[src/stm_params.svh]
`ifndef STM_PARAMS_SVH
`define STM_PARAMS_SVH
// What this block does
// - Compare A match drives pin high, low or toggles; action zero holds.
// - Match requesting the level already on the pin shows no change.
// - Enable bit rising edge returns pin to the initial level.
// - Initial-level bit sets start level, or active level in PWM.
// - Invert bit inverts the pin; no effect in timer/counter mode.
// - Swap bit exchanges period and duty roles of compare A and P.
// - Clear-select picks A match, or P match/overflow, to clear counter.
// - Overflow clear only with P value zero; period is 65536 clocks.
// - Clear-select ignored in PWM, single-pulse and capture modes.
// - Counter reads as low and high read-only bytes, zero at reset.
// - Compare A is two read/write bytes, all 16 bits compared.
// - P value compares counter bits 15..8; period is N times 256.
// - Mode field 00 is compare output; clear by overflow, A or P.
// - Clear-select 0 in compare mode sets both A and P flags.
// - Clear-select 1 in compare mode sets only the A flag.
// - In compare mode only A matches move the pin; P matches leave it alone.
// - Mode 00 compare, 01 capture, 10 PWM/pulse, 11 timer/counter.
// - Enable rise zeroes the counter; enable fall freezes it.

// ==========================================
// Register offsets (byte addresses)
`define OFS_CTRL0   8'h00
`define OFS_CTRL1   8'h04
`define OFS_CNT_LO  8'h08
`define OFS_CNT_HI  8'h0C
`define OFS_CMPA_LO 8'h10
`define OFS_CMPA_HI 8'h14
`define OFS_CMPP    8'h18
`define OFS_FLAGS   8'h1C

// ==========================================
// Field positions
`define C0_PAUSE 7
`define C0_EN    3
`define C1_INIT  3
`define C1_INV   2
`define C1_DPX   1
`define C1_CCLR  0
`define FL_A     0
`define FL_P     1

// ==========================================
// Reset values
`define RST_BYTE 8'h00
`define RST_WORD 16'h0000
`endif

[src/stm_pkg.sv]
package stm_pkg;
   // Operating mode, in field order
   typedef enum logic [1:0] {
      MODE_COMPARE,
      MODE_CAPTURE,
      MODE_PWM,
      MODE_COUNT
   } mode_t;
   // Output action field, compare mode meaning
   typedef enum logic [1:0] {
      ACT_HOLD,
      ACT_LOW,
      ACT_HIGH,
      ACT_TOGGLE
   } action_t;
   typedef logic [7:0] addr_t;
   typedef logic [7:0] byte_t;
endpackage

[src/standard_timer.sv]
`include "stm_params.svh"
module standard_timer #(
   parameter int SUB_DIV = 640  // Slow clock divider
) (
   input  wire logic          clock,     // 20 MHz clock
   input  wire logic          rst,       // Async reset
   input  wire logic          psel,      // APB select
   input  wire logic          penable,   // APB enable
   input  wire logic          pwrite,    // APB direction
   input  wire stm_pkg::addr_t paddr,    // APB address
   input  wire logic [31:0]   pwdata,    // APB write data
   output logic [31:0]        prdata,    // APB read data
   output logic               pready,    // APB ready
   output logic               pslverr,   // APB error
   input  wire logic          ext_clk,   // External count pin
   input  wire logic          cap_in,    // Capture input pin
   output logic               timer_output_pin // Timer output
);
   import stm_pkg::*;

   // ==========================================
   // Elaboration check
   generate
      if (SUB_DIV < 2 || SUB_DIV > 65536) begin : g_bad
         $error("SUB_DIV must lie between 2 and 65536");
      end
   endgenerate

   // ==========================================
   // Declarations
   byte_t       ctrl0_ff;
   byte_t       timer_control_one;
   logic [15:0] cnt_ff;
   logic [15:0] cmp_a_ff;
   byte_t       compare_p_reg;
   logic        flag_a_ff;
   logic        flag_p_ff;
   logic        en_prev_ff;
   logic        pin_lvl_ff;
   logic [5:0]  pre_ff;
   logic [15:0] sub_ff;
   logic [2:0]  ext_sync_ff;
   logic [2:0]  cap_sync_ff;
   logic [31:0] prdata_ff;
   logic        pready_ff;
   logic        pslverr_ff;
   logic        out_pin_ff;

   mode_t       mode;
   action_t     act;
   logic        counter_enable_bit;
   logic        initial_level_ctrl;
   logic        output_invert;
   logic        duty_period_swap;
   logic        clear_select;
   logic        src_tick;
   logic        tick;
   logic        en_rise;
   logic [15:0] cnt_inc;
   logic        a_hit;
   logic        p_hit;
   logic        cnt_clr;
   logic        single;
   logic        pwm_on;
   logic [16:0] duty;
   logic        cap_evt;
   logic        set_a;
   logic        set_p;
   logic        nxt_pin;
   logic        wr_go;
   logic        rd_go;
   logic        mapped;
   logic [7:0]  rd_byte;
   logic        ext_rise;
   logic        ext_fall;
   logic        cap_rise;
   logic        cap_fall;
   logic        sub_tick;

   // ==========================================
   // Control field decode
   assign mode               = mode_t'(timer_control_one[7:6]);
   assign act                = action_t'(timer_control_one[5:4]);
   assign initial_level_ctrl = timer_control_one[`C1_INIT];
   assign output_invert      = timer_control_one[`C1_INV];
   assign duty_period_swap   = timer_control_one[`C1_DPX];
   assign clear_select       = timer_control_one[`C1_CCLR];
   assign counter_enable_bit = ctrl0_ff[`C0_EN];
   assign single = (mode == MODE_PWM) && (act == ACT_TOGGLE);

   // ==========================================
   // Pin synchronisers, two stages before use
   always_ff @(posedge clock or posedge rst) begin
      if (rst) begin
         ext_sync_ff <= 3'b000;
         cap_sync_ff <= 3'b000;
      end else begin
         ext_sync_ff <= {ext_sync_ff[1:0], ext_clk};
         cap_sync_ff <= {cap_sync_ff[1:0], cap_in};
      end
   end
   // Edges seen between stage two and three only
   assign ext_rise = ext_sync_ff[1] & ~ext_sync_ff[2];
   assign ext_fall = ~ext_sync_ff[1] & ext_sync_ff[2];
   assign cap_rise = cap_sync_ff[1] & ~cap_sync_ff[2];
   assign cap_fall = ~cap_sync_ff[1] & cap_sync_ff[2];

   // ==========================================
   // Prescalers, free running
   always_ff @(posedge clock or posedge rst) begin
      if (rst) begin
         pre_ff <= 6'h00;
         sub_ff <= 16'h0000;
      end else begin
         pre_ff <= pre_ff + 6'h01;
         if (sub_tick)
            sub_ff <= 16'h0000;
         else
            sub_ff <= sub_ff + 16'h0001;
      end
   end
   assign sub_tick = (sub_ff == 16'(SUB_DIV - 1));

   // Timer clock source select
   always_comb begin
      case (ctrl0_ff[6:4])
         3'd0:    src_tick = (pre_ff[1:0] == 2'b11);
         3'd1:    src_tick = 1'b1;
         3'd2:    src_tick = (pre_ff[3:0] == 4'hF);
         3'd3:    src_tick = (pre_ff == 6'h3F);
         3'd6:    src_tick = ext_rise;
         3'd7:    src_tick = ext_fall;
         default: src_tick = sub_tick;
      endcase
   end
   assign tick = counter_enable_bit & ~ctrl0_ff[`C0_PAUSE]
               & src_tick;
   assign en_rise = counter_enable_bit & ~en_prev_ff;

   // ==========================================
   // Comparators and clear select
   assign cnt_inc = cnt_ff + 16'h0001;
   assign a_hit = tick && (cnt_inc == cmp_a_ff)
                  && (mode != MODE_CAPTURE);
   // P value zero means wrap at the top of the count
   assign p_hit = tick && ((compare_p_reg == 8'h00)
                  ? (cnt_ff == 16'hFFFF)
                  : (cnt_inc[15:8] == compare_p_reg
                     && cnt_inc[7:0] == 8'h00));
   always_comb begin
      case (mode)
         MODE_CAPTURE: cnt_clr = p_hit;
         MODE_PWM:     cnt_clr = single ? 1'b0 :
                                 (duty_period_swap ? a_hit : p_hit);
         default:      cnt_clr = clear_select ? a_hit : p_hit;
      endcase
   end

   // ==========================================
   // Counter; only an enable rise clears it from software
   always_ff @(posedge clock or posedge rst) begin
      if (rst) begin
         cnt_ff     <= `RST_WORD;
         en_prev_ff <= 1'b0;
      end else begin
         en_prev_ff <= counter_enable_bit;
         if (en_rise)
            cnt_ff <= `RST_WORD;
         else if (tick)
            cnt_ff <= cnt_clr ? `RST_WORD : cnt_inc;
      end
   end

   // ==========================================
   // Capture event on the chosen edge
   always_comb begin
      case (act)
         ACT_HOLD:   cap_evt = cap_rise;
         ACT_LOW:    cap_evt = cap_fall;
         ACT_HIGH:   cap_evt = cap_rise | cap_fall;
         default:    cap_evt = 1'b0;
      endcase
      cap_evt = cap_evt && (mode == MODE_CAPTURE)
                && counter_enable_bit;
   end

   // ==========================================
   // Sticky flags; a set beats a same-cycle clear
   assign set_a = a_hit | cap_evt;
   assign set_p = p_hit && !single &&
                  !(clear_select && (mode == MODE_COMPARE
                    || mode == MODE_COUNT));
   always_ff @(posedge clock or posedge rst) begin
      if (rst) begin
         flag_a_ff <= 1'b0;
         flag_p_ff <= 1'b0;
      end else begin
         if (set_a)
            flag_a_ff <= 1'b1;
         else if (wr_go && paddr == `OFS_FLAGS
                  && pwdata[`FL_A])
            flag_a_ff <= 1'b0;
         if (set_p)
            flag_p_ff <= 1'b1;
         else if (wr_go && paddr == `OFS_FLAGS
                  && pwdata[`FL_P])
            flag_p_ff <= 1'b0;
      end
   end

   // ==========================================
   // PWM duty level; duty at or past period gives 100%
   always_comb begin
      if (!duty_period_swap)
         duty = {1'b0, cmp_a_ff};
      else if (compare_p_reg == 8'h00)
         duty = 17'h1_0000;
      else
         duty = {1'b0, compare_p_reg, 8'h00};
   end
   assign pwm_on = ({1'b0, cnt_ff} < duty);

   // ==========================================
   // Pin level before polarity
   always_comb begin
      nxt_pin = pin_lvl_ff;
      case (mode)
         MODE_COMPARE: begin
            if (en_rise)
               nxt_pin = initial_level_ctrl;
            else if (a_hit) begin
               case (act)
                  ACT_LOW:    nxt_pin = 1'b0;
                  ACT_HIGH:   nxt_pin = 1'b1;
                  ACT_TOGGLE: nxt_pin = ~pin_lvl_ff;
                  default:    nxt_pin = pin_lvl_ff;
               endcase
            end
         end
         MODE_PWM: begin
            // Initial-level bit picks the active level
            case (act)
               ACT_HOLD:   nxt_pin = ~initial_level_ctrl;
               ACT_LOW:    nxt_pin = initial_level_ctrl;
               ACT_HIGH:   nxt_pin = pwm_on ? initial_level_ctrl
                                            : ~initial_level_ctrl;
               default:    nxt_pin = counter_enable_bit
                                     && !a_hit
                                     ? initial_level_ctrl
                                     : ~initial_level_ctrl;
            endcase
            if (en_rise && act != ACT_TOGGLE)
               nxt_pin = initial_level_ctrl;
         end
         default: nxt_pin = pin_lvl_ff;
      endcase
   end

   // Pin register; counter mode leaves the pin unused
   always_ff @(posedge clock or posedge rst) begin
      if (rst) begin
         pin_lvl_ff <= 1'b0;
         out_pin_ff <= 1'b0;
      end else begin
         pin_lvl_ff <= nxt_pin;
         if (mode == MODE_COUNT)
            out_pin_ff <= 1'b0;
         else
            out_pin_ff <= nxt_pin ^ output_invert;
      end
   end
   assign timer_output_pin = out_pin_ff;

   // ==========================================
   // APB decode: one wait state, then pready
   assign wr_go = psel & penable & pready_ff & pwrite;
   assign rd_go = psel & penable & ~pready_ff;
   always_comb begin
      mapped  = 1'b1;
      rd_byte = 8'h00;
      if (paddr == `OFS_CTRL0)
         rd_byte = {ctrl0_ff[7:3], 3'b000};
      else if (paddr == `OFS_CTRL1)
         rd_byte = timer_control_one;
      else if (paddr == `OFS_CNT_LO)
         rd_byte = cnt_ff[7:0];
      else if (paddr == `OFS_CNT_HI)
         rd_byte = cnt_ff[15:8];
      else if (paddr == `OFS_CMPA_LO)
         rd_byte = cmp_a_ff[7:0];
      else if (paddr == `OFS_CMPA_HI)
         rd_byte = cmp_a_ff[15:8];
      else if (paddr == `OFS_CMPP)
         rd_byte = compare_p_reg;
      else if (paddr == `OFS_FLAGS)
         rd_byte = {6'h00, flag_p_ff, flag_a_ff};
      else
         mapped = 1'b0;
   end

   // Bus answer registers
   always_ff @(posedge clock or posedge rst) begin
      if (rst) begin
         pready_ff  <= 1'b0;
         pslverr_ff <= 1'b0;
         prdata_ff  <= 32'h0000_0000;
      end else begin
         pready_ff  <= rd_go;
         pslverr_ff <= rd_go & ~mapped;
         if (rd_go && !pwrite)
            prdata_ff <= {24'h00_0000, rd_byte};
      end
   end
   assign prdata  = prdata_ff;
   assign pready  = pready_ff;
   assign pslverr = pslverr_ff;

   // ==========================================
   // Control registers; hardware enable changes win
   always_ff @(posedge clock or posedge rst) begin
      if (rst) begin
         ctrl0_ff          <= `RST_BYTE;
         timer_control_one <= `RST_BYTE;
      end else begin
         if (wr_go && paddr == `OFS_CTRL0)
            ctrl0_ff <= {pwdata[7:3], 3'b000};
         if (wr_go && paddr == `OFS_CTRL1)
            timer_control_one <= pwdata[7:0];
         // Pulse ends on an A match; the pin edge starts one
         if (single && a_hit)
            ctrl0_ff[`C0_EN] <= 1'b0;
         else if (single && ext_rise)
            ctrl0_ff[`C0_EN] <= 1'b1;
      end
   end

   // Compare registers; a capture overrides a compare A write
   always_ff @(posedge clock or posedge rst) begin
      if (rst) begin
         cmp_a_ff      <= `RST_WORD;
         compare_p_reg <= `RST_BYTE;
      end else begin
         if (cap_evt)
            cmp_a_ff <= cnt_ff;
         else if (wr_go && paddr == `OFS_CMPA_LO)
            cmp_a_ff[7:0] <= pwdata[7:0];
         else if (wr_go && paddr == `OFS_CMPA_HI)
            cmp_a_ff[15:8] <= pwdata[7:0];
         if (wr_go && paddr == `OFS_CMPP)
            compare_p_reg <= pwdata[7:0];
      end
   end
endmodule

[config.mk]
export PLATFORM = sky130hd
export DESIGN_NAME = standard_timer
export DESIGN_NICKNAME = d
export VERILOG_FILES = /design/src/stm_pkg.sv /design/src/standard_timer.sv
export VERILOG_INCLUDE_DIRS = /design/src
export SDC_FILE = /design/constraint.sdc
export NUM_CORES = 1
export LEC_CHECK = 0
export ABC_CLOCK_PERIOD_IN_PS = 4050
export BUFFER_PORTS_ARGS = -buffer_cell sky130_fd_sc_hd__buf_2
export CAP_MARGIN = 20
export CELL_PAD_IN_SITES_DETAIL_PLACEMENT = 0
export CELL_PAD_IN_SITES_GLOBAL_PLACEMENT = 1
export CORE_AREA = 4 4 129 131
export CTS_CLUSTER_SIZE = 12
export DETAILED_ROUTE_END_ITERATION = 8
export DIE_AREA = 0 0 133 135
export HOLD_SLACK_MARGIN = 0.15
export PLACE_DENSITY = 0.74
export SYNTH_ARGS = -nofsm -noshare
export SYNTH_HDL_FRONTEND = slang
export SYNTH_SLANG_ARGS = --single-unit
[constraint.sdc]
create_clock -name clock -period 4.05 [get_ports clock]
set_input_delay 0 -clock clock [delete_from_list [all_inputs] [get_ports clock]]
set_output_delay 0 -clock clock [all_outputs]
set_load 0.02 [all_outputs]
==> impl_metrics.json, run 1 <==
{
  "status": "finished, final reports clean",
  "vdd_drop_max_uv": 274,
  "ant_nets": 0,
  "synth.distinct_cells": 64,
  "syn-mean-instance-area_sq_um": 9.46,
  "row_count": 46,
  "grt_pass1_wl_um": 28000,
  "r2r_end": "cnt_ff[5]$_DFFE_PP0P_",
  "pwr-share-comb_pct": 15.3,
  "grt_pass1_vias": 5144,
  "finalWorstSetupSlack_ns": 0.607,
  "tns_ns": 0,
  "place.gp.congestion": 0.887,
  "ff2ff_setup_slack_ns": 0.61,
  "maxSlewViolCount": 0,
  "intPower_uw": 1640,
  "power_frac_seq_pct": 46.1,
  "core_sq_um": 15600,
  "fillers": 1495,
  "cts_tree": "done",
  "synth_seq_area_share_pct": 38.2,
  "yosys_warnings": 0,
  "reg.largest.list": "cmp_a_ff (16), cnt_ff (16), sub_ff (16)",
  "min_to": "flag_a_ff$_DFFE_PP0P_",
  "wl_per_cell_um": 18.8,
  "switchingPower_uw": 700,
  "grt_max_degree": 72,
  "hold_ws_ns": 0.192,
  "hold_viol_final": 0,
  "worst_r2r_path_depth": 11,
  "initial_core_util_pct": 40.3,
  "htreeDepth": 3,
  "cts_resized": 0,
  "drv_cap": 0,
  "cts_made_buffers": 9,
  "synthArstFlopShare_pct": 100,
  "final-setup-viol-count": 0,
  "swShare_pct": 29.9,
  "p_leak_uw": 0.00326,
  "worst_pin_slew_ns": 1.03,
  "antenna_found_initial": 0,
  "hold_depth": 6,
  "post-route-util_pct": 45.3,
  "vias": 5226,
  "grtUsageTotal_pct": 19.8,
  "fin_nets": 775,
  "end_kind": "flip-flop",
  "rsz0062_at_grt": "false",
  "synthesis.instances": 665,
  "syn_to_final_growth_pct": 12.3,
  "startpoint_type": "flip-flop",
  "dieHeight_um": 135,
  "drcViolationCount": 0,
  "syn-cell-area_sq_um": 6290,
  "cts_setup_buffers": 0,
  "r2r-start": "sub_ff[0]$_DFF_PP0_",
  "dp_hpwl_um": 13000,
  "cts_root_buffer": "clkbuf_16",
  "cts.sinks": 96,
  "clock_path_buffers": 2,
  "power.density_nw_per_um2": 331,
  "min_from": "paddr[4]",
  "dieWidth_um": 133,
  "place_ws_ns": 0.629,
  "cp_max_fo": 26,
  "arrival_ns": 3.68,
  "worstPathRequired_ns": 4.29,
  "num_io_pins": 82,
  "synth_seq_cells": 96,
  "n_antenna_cell": 0,
  "wirelength_um": 17400,
  "die-area_sq_um": 18000,
  "critPathKind": "flip-flop to flip-flop",
  "final_layout_size_suffix_gt1_share_pct": 13.0,
  "fin_crit_ns": 3.44,
  "clock.fmax_mhz": 290,
  "finalCritPeriodShare_pct": 85.0,
  "relSlewSlack_pct": 31.6,
  "clockPowerShare_pct": 38.6,
  "hold_path.class": "input port to flip-flop",
  "grt_overflow": 0,
  "drtIter0Drc": 425,
  "fin_skew_ns": 0.00678,
  "clkTransAtPathRegs_ns": 0.07,
  "clock_latency_ns": 0.35,
  "total_power_uw": 2340,
  "portBuffers": 33,
  "dr.pass1.iters": 6,
  "synth_edf_count": 0,
  "vias_per_cell": 5.66,
  "synthFlopType": "dfrtp_1"
}
==> cell type report <==
| class | count | area (sq um) | share of cell area (%) |
|---|---|---|---|
| sequential | 96 | 2400 | 34.0 |
| inverter | 10 | 40.0 | 0.567 |
| tap | 216 | 270 | 3.83 |
| timing repair buffer | 61 | 433 | 6.13 |
| clock inverter | 6 | 83.8 | 1.19 |
| multi-input combinational | 525 | 3600 | 51.0 |
| clock buffer | 10 | 229 | 3.24 |
==> cell usage after synthesis, drive strengths merged, types with 4 or more instances <==
cell | n | area share [%]
a211o | 9 | 1.3
a21o | 9 | 1.1
a21oi | 18 | 1.4
a221oi | 5 | 0.70
a222oi | 6 | 0.95
a22o | 5 | 0.70
a22oi | 4 | 0.48
a31oi | 11 | 1.1
and2 | 4 | 0.40
and3 | 12 | 1.2
and4 | 6 | 0.84
buf | 38 | 4.2
clkbuf | 19 | 1.1
dfrtp | 96 | 38
ha | 25 | 5.0
inv | 10 | 0.60
mux2 | 23 | 4.1
mux2i | 32 | 5.1
nand2 | 68 | 4.1
nand2b | 11 | 1.1
nand3 | 22 | 1.8
nand4 | 12 | 1.4
nor2 | 54 | 3.2
nor2b | 7 | 0.70
nor3 | 22 | 1.8
nor3b | 8 | 0.95
nor4 | 8 | 1.4
o211ai | 4 | 0.48
o21ai | 31 | 2.5
xnor2 | 29 | 4.2
xor2 | 23 | 3.2
==> placed cells by master (no fill, tap or decap), drive strengths merged, types with 23 or more instances in the layout <==
| master | Yosys | final |
|---|---|---|
| nor2 | 54 | 54 |
| ha | 25 | 25 |
| o21ai | 31 | 31 |
| conb | 1 | 24 |
| nand2 | 68 | 68 |
| mux2 | 23 | 23 |
| xnor2 | 29 | 29 |
| mux2i | 32 | 32 |
| buf | 38 | 43 |
| dfrtp | 96 | 96 |
| xor2 | 23 | 23 |
==> stage by stage <==
stage               std cells  instance area [sq um]
floorplan                 688                   6380
CTS                       924                   7060
global route              924                   7060
detailed placement        890                   6570
finish                    924                   7060
global placement          890                   6570
==> kinds of logic after synthesis <==
family                   after synthesis  synth area share (%)
AO/OA/AOI/OAI                        121                  13.6
XOR/XNOR                              52                  7.36
adder cells (fa/ha/maj)               25                  4.97
buffers and inverters                 67                  5.95
flip-flops                            96                  38.2
multiplexers                          55                  9.21
other                                  1                0.0596
AND/OR/NAND/NOR                      248                  20.6
==> worst max-delay path by stage <==
stage / from / end / slack [ns] / cells past startpoint
after floorplan: timer_control_one[1]$_DFFE_PP0P_ / timer_output_pin$_DFF_PP0_ / 1.09 / 13
after global placement: cnt_ff[3]$_DFFE_PP0P_ / cnt_ff[8]$_DFFE_PP0P_ / 0.66 / 10
after detailed placement: sub_ff[0]$_DFF_PP0_ / cnt_ff[8]$_DFFE_PP0P_ / 0.63 / 11
after CTS: sub_ff[0]$_DFF_PP0_ / cnt_ff[8]$_DFFE_PP0P_ / 0.61 / 11
after global routing: sub_ff[0]$_DFF_PP0_ / cnt_ff[8]$_DFFE_PP0P_ / 0.19 / 11
final: sub_ff[0]$_DFF_PP0_ / cnt_ff[5]$_DFFE_PP0P_ / 0.61 / 11
==> critical path, cell delays in order (launching register included) <==
cell and delay (ns):
dfrtp_1 0.42, ha_1 0.28, nor4bb_1 0.31, nand4_1 0.18, o211ai_1 0.20, nand4bb_1 0.31, nor4_1 0.42, nand3_1 0.34
o2111ai_4 0.31, buf_12 0.20, nor3_1 0.06, a211o_1 0.27
==> repair_timing <==
| item | in CTS | in global routing |
|---|---|---|
| hold buffers | 18 | 0 |
| endpoints found under the hold margin | 121 | 0 |
| setup endpoints to repair | 0 | 0 |
==> per-layer routing <==
| metal | vias to the layer above | wire length, um | GRT usage (%) |
|---|---|---|---|
| met4 | 0 | 510 | 7.51 |
| li1 | 2443 | - | - |
| met1 | 2568 | 7550 | 26.3 |
| met2 | 176 | 8360 | 32.5 |
| met5 | - | 0 | 0 |
| met3 | 39 | 938 | 3.17 |
==> power by group through the flow <==
stage               registers (uW)  logic, uW  clock network [uW]
floorplan                     1080        258                   0
global placement              1090        340                   0
detailed placement            1100        344                   0
CTS                           1080        360                 918
global route                  1090        393                 959
finish                        1080        357                 904
(Power assumes the default switching activity.)
==> run 2: changes to the inputs <==
--- a/config.mk
+++ b/config.mk
@@ -17,6 +17,7 @@
 export DIE_AREA = 0 0 133 135
 export HOLD_SLACK_MARGIN = 0.15
 export PLACE_DENSITY = 0.74
+export REMOVE_ABC_BUFFERS = 1
 export SYNTH_ARGS = -nofsm -noshare
 export SYNTH_HDL_FRONTEND = slang
 export SYNTH_SLANG_ARGS = --single-unit
==> impl_metrics.json, run 2 (synthesized netlist as in run 1, its figures left out) <==
{
  "status": "finished, final reports clean",
  "clock.fmax_mhz": 288,
  "cp_max_fo": 26,
  "reg.largest.list": "cmp_a_ff (16), cnt_ff (16), sub_ff (16)",
  "drv_cap": 0,
  "hold_path.class": "input port to flip-flop",
  "grt_overflow": 0,
  "grtUsageTotal_pct": 20.8,
  "worstPathRequired_ns": 4.29,
  "clock_latency_ns": 0.36,
  "worst_pin_slew_ns": 0.953,
  "crit_cells": 10,
  "rsz0062_at_grt": "false",
  "cts_setup_buffers": 0,
  "cp_top_family": "simple AND/OR/NAND/NOR gates",
  "layout_common_cells": "dfrtp_1, nand2_1, nor2_1",
  "ant_nets": 0,
  "relSlewSlack_pct": 36.0,
  "fin_nets": 784,
  "power_frac_seq_pct": 45.3,
  "hold_buffers": 19,
  "cts_made_buffers": 9,
  "crit_end": "cnt_ff[11]$_DFFE_PP0P_",
  "hold_viol_final": 0,
  "vias": 5247,
  "initial_core_util_pct": 40.3,
  "antenna_found_initial": 0,
  "fin_skew_ns": 0.00831,
  "p_leak_uw": 0.00330,
  "core_sq_um": 15600,
  "post-route-util_pct": 45.8,
  "clock_path_buffers": 2,
  "total_power_uw": 2370,
  "startpoint_type": "flip-flop",
  "pwr-share-comb_pct": 16.5,
  "crit_buf_inv": 1,
  "cts.sinks": 96,
  "vias_per_cell": 5.62,
  "dieHeight_um": 135,
  "cts_root_buffer": "clkbuf_16",
  "grt_max_degree": 62,
  "switchingPower_uw": 720,
  "worst_r2r_path_depth": 10,
  "clkTransAtPathRegs_ns": 0.07,
  "clockPowerShare_pct": 38.2,
  "cts_tree": "done",
  "row_count": 46,
  "n_antenna_cell": 0,
  "r2r-start": "cnt_ff[3]$_DFFE_PP0P_",
  "ff2ff_setup_slack_ns": 0.58,
  "dp_hpwl_um": 13200,
  "portBuffers": 33,
  "dr.pass1.iters": 6,
  "critPathKind": "flip-flop to flip-flop",
  "cp_cell_sequence": "nand4_1 -> or4_1 -> xnor2_2 -> o211ai_1 -> nor4_1 -> o21ai_1 -> o2111ai_4 -> buf_12 -> nor2_1 -> a211o_1",
  "grt_pass1_vias": 5143,
  "cp_slowest_cell": "dfrtp_1",
  "wirelength_um": 18100,
  "instances_no_fill": 933,
  "drtIter0Drc": 434,
  "vdd_drop_max_uv": 173,
  "htreeDepth": 3,
  "fillers": 1484,
  "r2r_end": "cnt_ff[11]$_DFFE_PP0P_",
  "power.density_nw_per_um2": 331,
  "syn_to_final_growth_pct": 13.5,
  "hold_ws_ns": 0.191,
  "place.gp.congestion": 0.954,
  "intPower_uw": 1650,
  "fin_crit_ns": 3.47,
  "maxSlewViolCount": 0,
  "num_io_pins": 82,
  "final_layout_size_suffix_gt1_share_pct": 14.1,
  "finalCritPeriodShare_pct": 85.6,
  "dieWidth_um": 133,
  "drcViolationCount": 0,
  "end_kind": "flip-flop",
  "wl_per_cell_um": 19.4,
  "critPathLaunch": "cnt_ff[3]$_DFFE_PP0P_",
  "dp.cells": 897,
  "cts_resized": 0,
  "tns_ns": 0,
  "grt_pass1_wl_um": 29300,
  "critical-path-max-stage-delay_ns": 0.64,
  "final-setup-viol-count": 0,
  "swShare_pct": 30.4,
  "final_common_cell": "dfrtp_1",
  "arrival_ns": 3.71,
  "die-area_sq_um": 18000
}
## run 2: area by class of cell
cell class / instances / area, sq um / area share [%]
Clock buffer: 9 / 225 / 3.15
Sequential cell: 96 / 2400 / 33.6
Tap cell: 216 / 270 / 3.78
Clock inverter: 7 / 88.8 / 1.24
Multi-Input combinational cell: 525 / 3600 / 50.5
Inverter: 10 / 40.0 / 0.561
Timing Repair Buffer: 70 / 510 / 7.15
## run 2: worst register-to-register path, delay by kind of cell (launching register included)
family	cells	cell delay [ns]
buffers and inverters	1	0.20
XOR/XNOR	1	0.21
AND/OR/NAND/NOR	4	1.58
AO/OA/AOI/OAI	4	0.72
flip-flops	1	0.64
## run 2: worst min-delay path by stage
stage,from,endpoint,slack (ns),cells past startpoint
global placement,ext_clk,ext_sync_ff[0]$_DFF_PP0_,0.11,1
CTS,paddr[5],flag_a_ff$_DFFE_PP0P_,0.18,7
finish,paddr[5],flag_a_ff$_DFFE_PP0P_,0.19,7
detailed placement,cap_in,cap_sync_ff[0]$_DFF_PP0_,0.11,1
floorplan,cap_in,cap_sync_ff[0]$_DFF_PP0_,0.03,0
global route,paddr[6],flag_a_ff$_DFFE_PP0P_,0.25,7
## run 2: layer usage
metal	track usage, %	wire, um	vias up	part of all wire (%)
met5	0	0	-	0
met4	8.60	493	0	2.7
met3	2.65	887	40	4.9
met2	33.7	8430	189	47
met1	28.2	8310	2573	46
li1	-	-	2445	-
## run 2: power groups by stage
stage                     combinational (uW)  clock (uW)  sequential, uW
final                                    389         904            1070
after CTS                                388         922            1070
after global routing                     429         964            1080
after global placement                   367           0            1090
after floorplan                          188           0            1110
after detailed placement                 373           0            1090
## run 2: through the flow
stage / setup slack [ns] / instance area (sq um)
6_report: 0.582 / 7140
3_5_place_dp: 0.624 / 6620
4_1_cts: 0.585 / 7130
2_1_floorplan: 0.972 / 6040
3_3_place_gp: 0.671 / 6620
5_1_grt: 0.349 / 7140
==> run 3: changes to the inputs <==
--- a/config.mk
+++ b/config.mk
@@ -11,10 +11,10 @@
 export CAP_MARGIN = 20
 export CELL_PAD_IN_SITES_DETAIL_PLACEMENT = 0
 export CELL_PAD_IN_SITES_GLOBAL_PLACEMENT = 1
-export CORE_AREA = 4 4 129 131
+export CORE_AREA = 2 2 127 129
 export CTS_CLUSTER_SIZE = 12
 export DETAILED_ROUTE_END_ITERATION = 8
-export DIE_AREA = 0 0 133 135
+export DIE_AREA = 0 0 129 131
 export HOLD_SLACK_MARGIN = 0.15
 export PLACE_DENSITY = 0.74
 export REMOVE_ABC_BUFFERS = 1
==> impl_metrics.json, run 3 (synthesized netlist as in run 1, its figures left out) <==
{
  "status": "finished, final reports clean",
  "grtUsageTotal_pct": 22.1,
  "cp_slowest_cell": "dfrtp_1",
  "relSlewSlack_pct": 33.4,
  "tns_ns": 0,
  "power_frac_seq_pct": 46.0,
  "final_layout_size_suffix_gt1_share_pct": 14.0,
  "finalCritPeriodShare_pct": 87.5,
  "pwr-share-comb_pct": 16.9,
  "r2r-start": "cnt_ff[3]$_DFFE_PP0P_",
  "clockPowerShare_pct": 37.2,
  "crit_buf_inv": 1,
  "worst_pin_slew_ns": 0.992,
  "cts_tree": "done",
  "post-route-util_pct": 45.5,
  "p_leak_uw": 0.00329,
  "crit_cells": 10,
  "clock_path_buffers": 2,
  "critPathLaunch": "cnt_ff[3]$_DFFE_PP0P_",
  "cts_made_buffers": 9,
  "place.gp.congestion": 0.911,
  "end_kind": "flip-flop",
  "vias_per_cell": 5.63,
  "rsz0062_at_grt": "false",
  "num_io_pins": 82,
  "crit_end": "cnt_ff[8]$_DFFE_PP0P_",
  "swShare_pct": 32.0,
  "die-area_sq_um": 16900,
  "grt_pass1_wl_um": 28300,
  "cp_cell_sequence": "nand3_2 -> nor4_4 -> xnor2_1 -> nor2_1 -> nor4_1 -> nand3_1 -> o2111ai_4 -> buf_12 -> nor3_1 -> a211o_1",
  "syn_to_final_growth_pct": 13.0,
  "drtIter0Drc": 434,
  "hold_viol_final": 0,
  "final_common_cell": "dfrtp_1",
  "startpoint_type": "flip-flop",
  "clock.fmax_mhz": 282,
  "cts.sinks": 96,
  "grt_overflow": 0,
  "cp_top_family": "simple AND/OR/NAND/NOR gates",
  "worst_r2r_path_depth": 10,
  "antenna_found_initial": 0,
  "drcViolationCount": 0,
  "layout_common_cells": "dfrtp_1, nand2_1, nor2_1",
  "wirelength_um": 17800,
  "ff2ff_setup_slack_ns": 0.51,
  "vdd_drop_max_uv": 240,
  "drv_cap": 0,
  "final-setup-viol-count": 0,
  "initial_core_util_pct": 40.3,
  "core_sq_um": 15600,
  "cts_resized": 0,
  "hold_path.class": "input port to flip-flop",
  "intPower_uw": 1590,
  "clkTransAtPathRegs_ns": 0.07,
  "wl_per_cell_um": 19.1,
  "power.density_nw_per_um2": 329,
  "critPathKind": "flip-flop to flip-flop",
  "fin_crit_ns": 3.54,
  "htreeDepth": 3,
  "portBuffers": 33,
  "dp_hpwl_um": 13100,
  "critical-path-max-stage-delay_ns": 0.68,
  "arrival_ns": 3.79,
  "dieWidth_um": 129,
  "ant_nets": 0,
  "clock_latency_ns": 0.37,
  "cts_root_buffer": "clkbuf_16",
  "dieHeight_um": 131,
  "vias": 5243,
  "hold_depth": 3,
  "maxSlewViolCount": 0,
  "fin_nets": 782,
  "row_count": 46,
  "reg.largest.list": "cmp_a_ff (16), cnt_ff (16), sub_ff (16)",
  "grt_pass1_vias": 5179,
  "worstPathRequired_ns": 4.30,
  "cp_max_fo": 26,
  "r2r_end": "cnt_ff[8]$_DFFE_PP0P_",
  "fillers": 1492,
  "n_antenna_cell": 0,
  "switchingPower_uw": 747,
  "dr.pass1.iters": 7,
  "fin_skew_ns": 0.00752,
  "grt_max_degree": 62
}
run 3: changes by cell type in the layout (fill, tap and decap cells not counted), sizes merged:
cell         previous run  this run
clkinvlp                0         1
dlygate4sd3            19        18
inv                    13        14
clkinv                  3         2
bufinv                  1         0
buf                    51        50
run 3: worst min path at each step:
stage               startpoint                       end
global placement       ext_clk  ext_sync_ff[0]$_DFF_PP0_
global route          paddr[6]         pslverr$_DFF_PP0_
CTS                   paddr[3]     flag_p_ff$_DFFE_PP0P_
finish                paddr[5]         pslverr$_DFF_PP0_
detailed placement     ext_clk  ext_sync_ff[0]$_DFF_PP0_
floorplan               cap_in  cap_sync_ff[0]$_DFF_PP0_
run 3: area by class of cell:
cell class | count | area [sq um] | share of cell area [%]
Tap cell | 216 | 270 | 3.80
Sequential cell | 96 | 2400 | 33.8
Inverter | 10 | 40.0 | 0.564
Timing Repair Buffer | 68 | 489 | 6.89
Clock inverter | 7 | 72.6 | 1.02
Clock buffer | 9 | 225 | 3.17
Multi-Input combinational cell | 525 | 3600 | 50.7
run 3: power by group through the flow:
stage                     clock network, uW  registers [uW]  logic [uW]
final                                   867            1070         394
after global routing                    913            1080         430
after CTS                               880            1070         390
after detailed placement                  0            1090         376
after global placement                    0            1090         372
after floorplan                           0            1110         188
run 3: what timing repair did:
action | CTS | global route
hold buffers | 18 | 0
setup buffers | 0 | 0
hold endpoints to repair | 108 | 0
run 3: stage by stage:
stage               cell area [sq um]  power, uW  worst slack [ns]  hold WS, ns  instances
finish                           7100       2330             0.507        0.149        931
floorplan                        6040       1300             0.972       0.0314        631
detailed placement               6620       1460             0.579        0.109        896
global placement                 6620       1460             0.694        0.110        896
CTS                              7090       2340             0.554        0.156        930
global route                     7100       2420             0.301        0.176        931
run 3: worst min-delay path: stages:
cell      delay (ns)
buf_2           0.09
nor3_1          0.07
a211oi_1        0.28
run 3: metal layers:
metal	part of all wire, %	wire, um	vias to the layer above	global-route usage (%)
met2	47	8310	218	35.9
met1	43	7710	2526	28.8
met4	3.5	627	0	11.1
met3	6.6	1170	44	3.38
li1	-	-	2455	-
met5	0	0	-	0
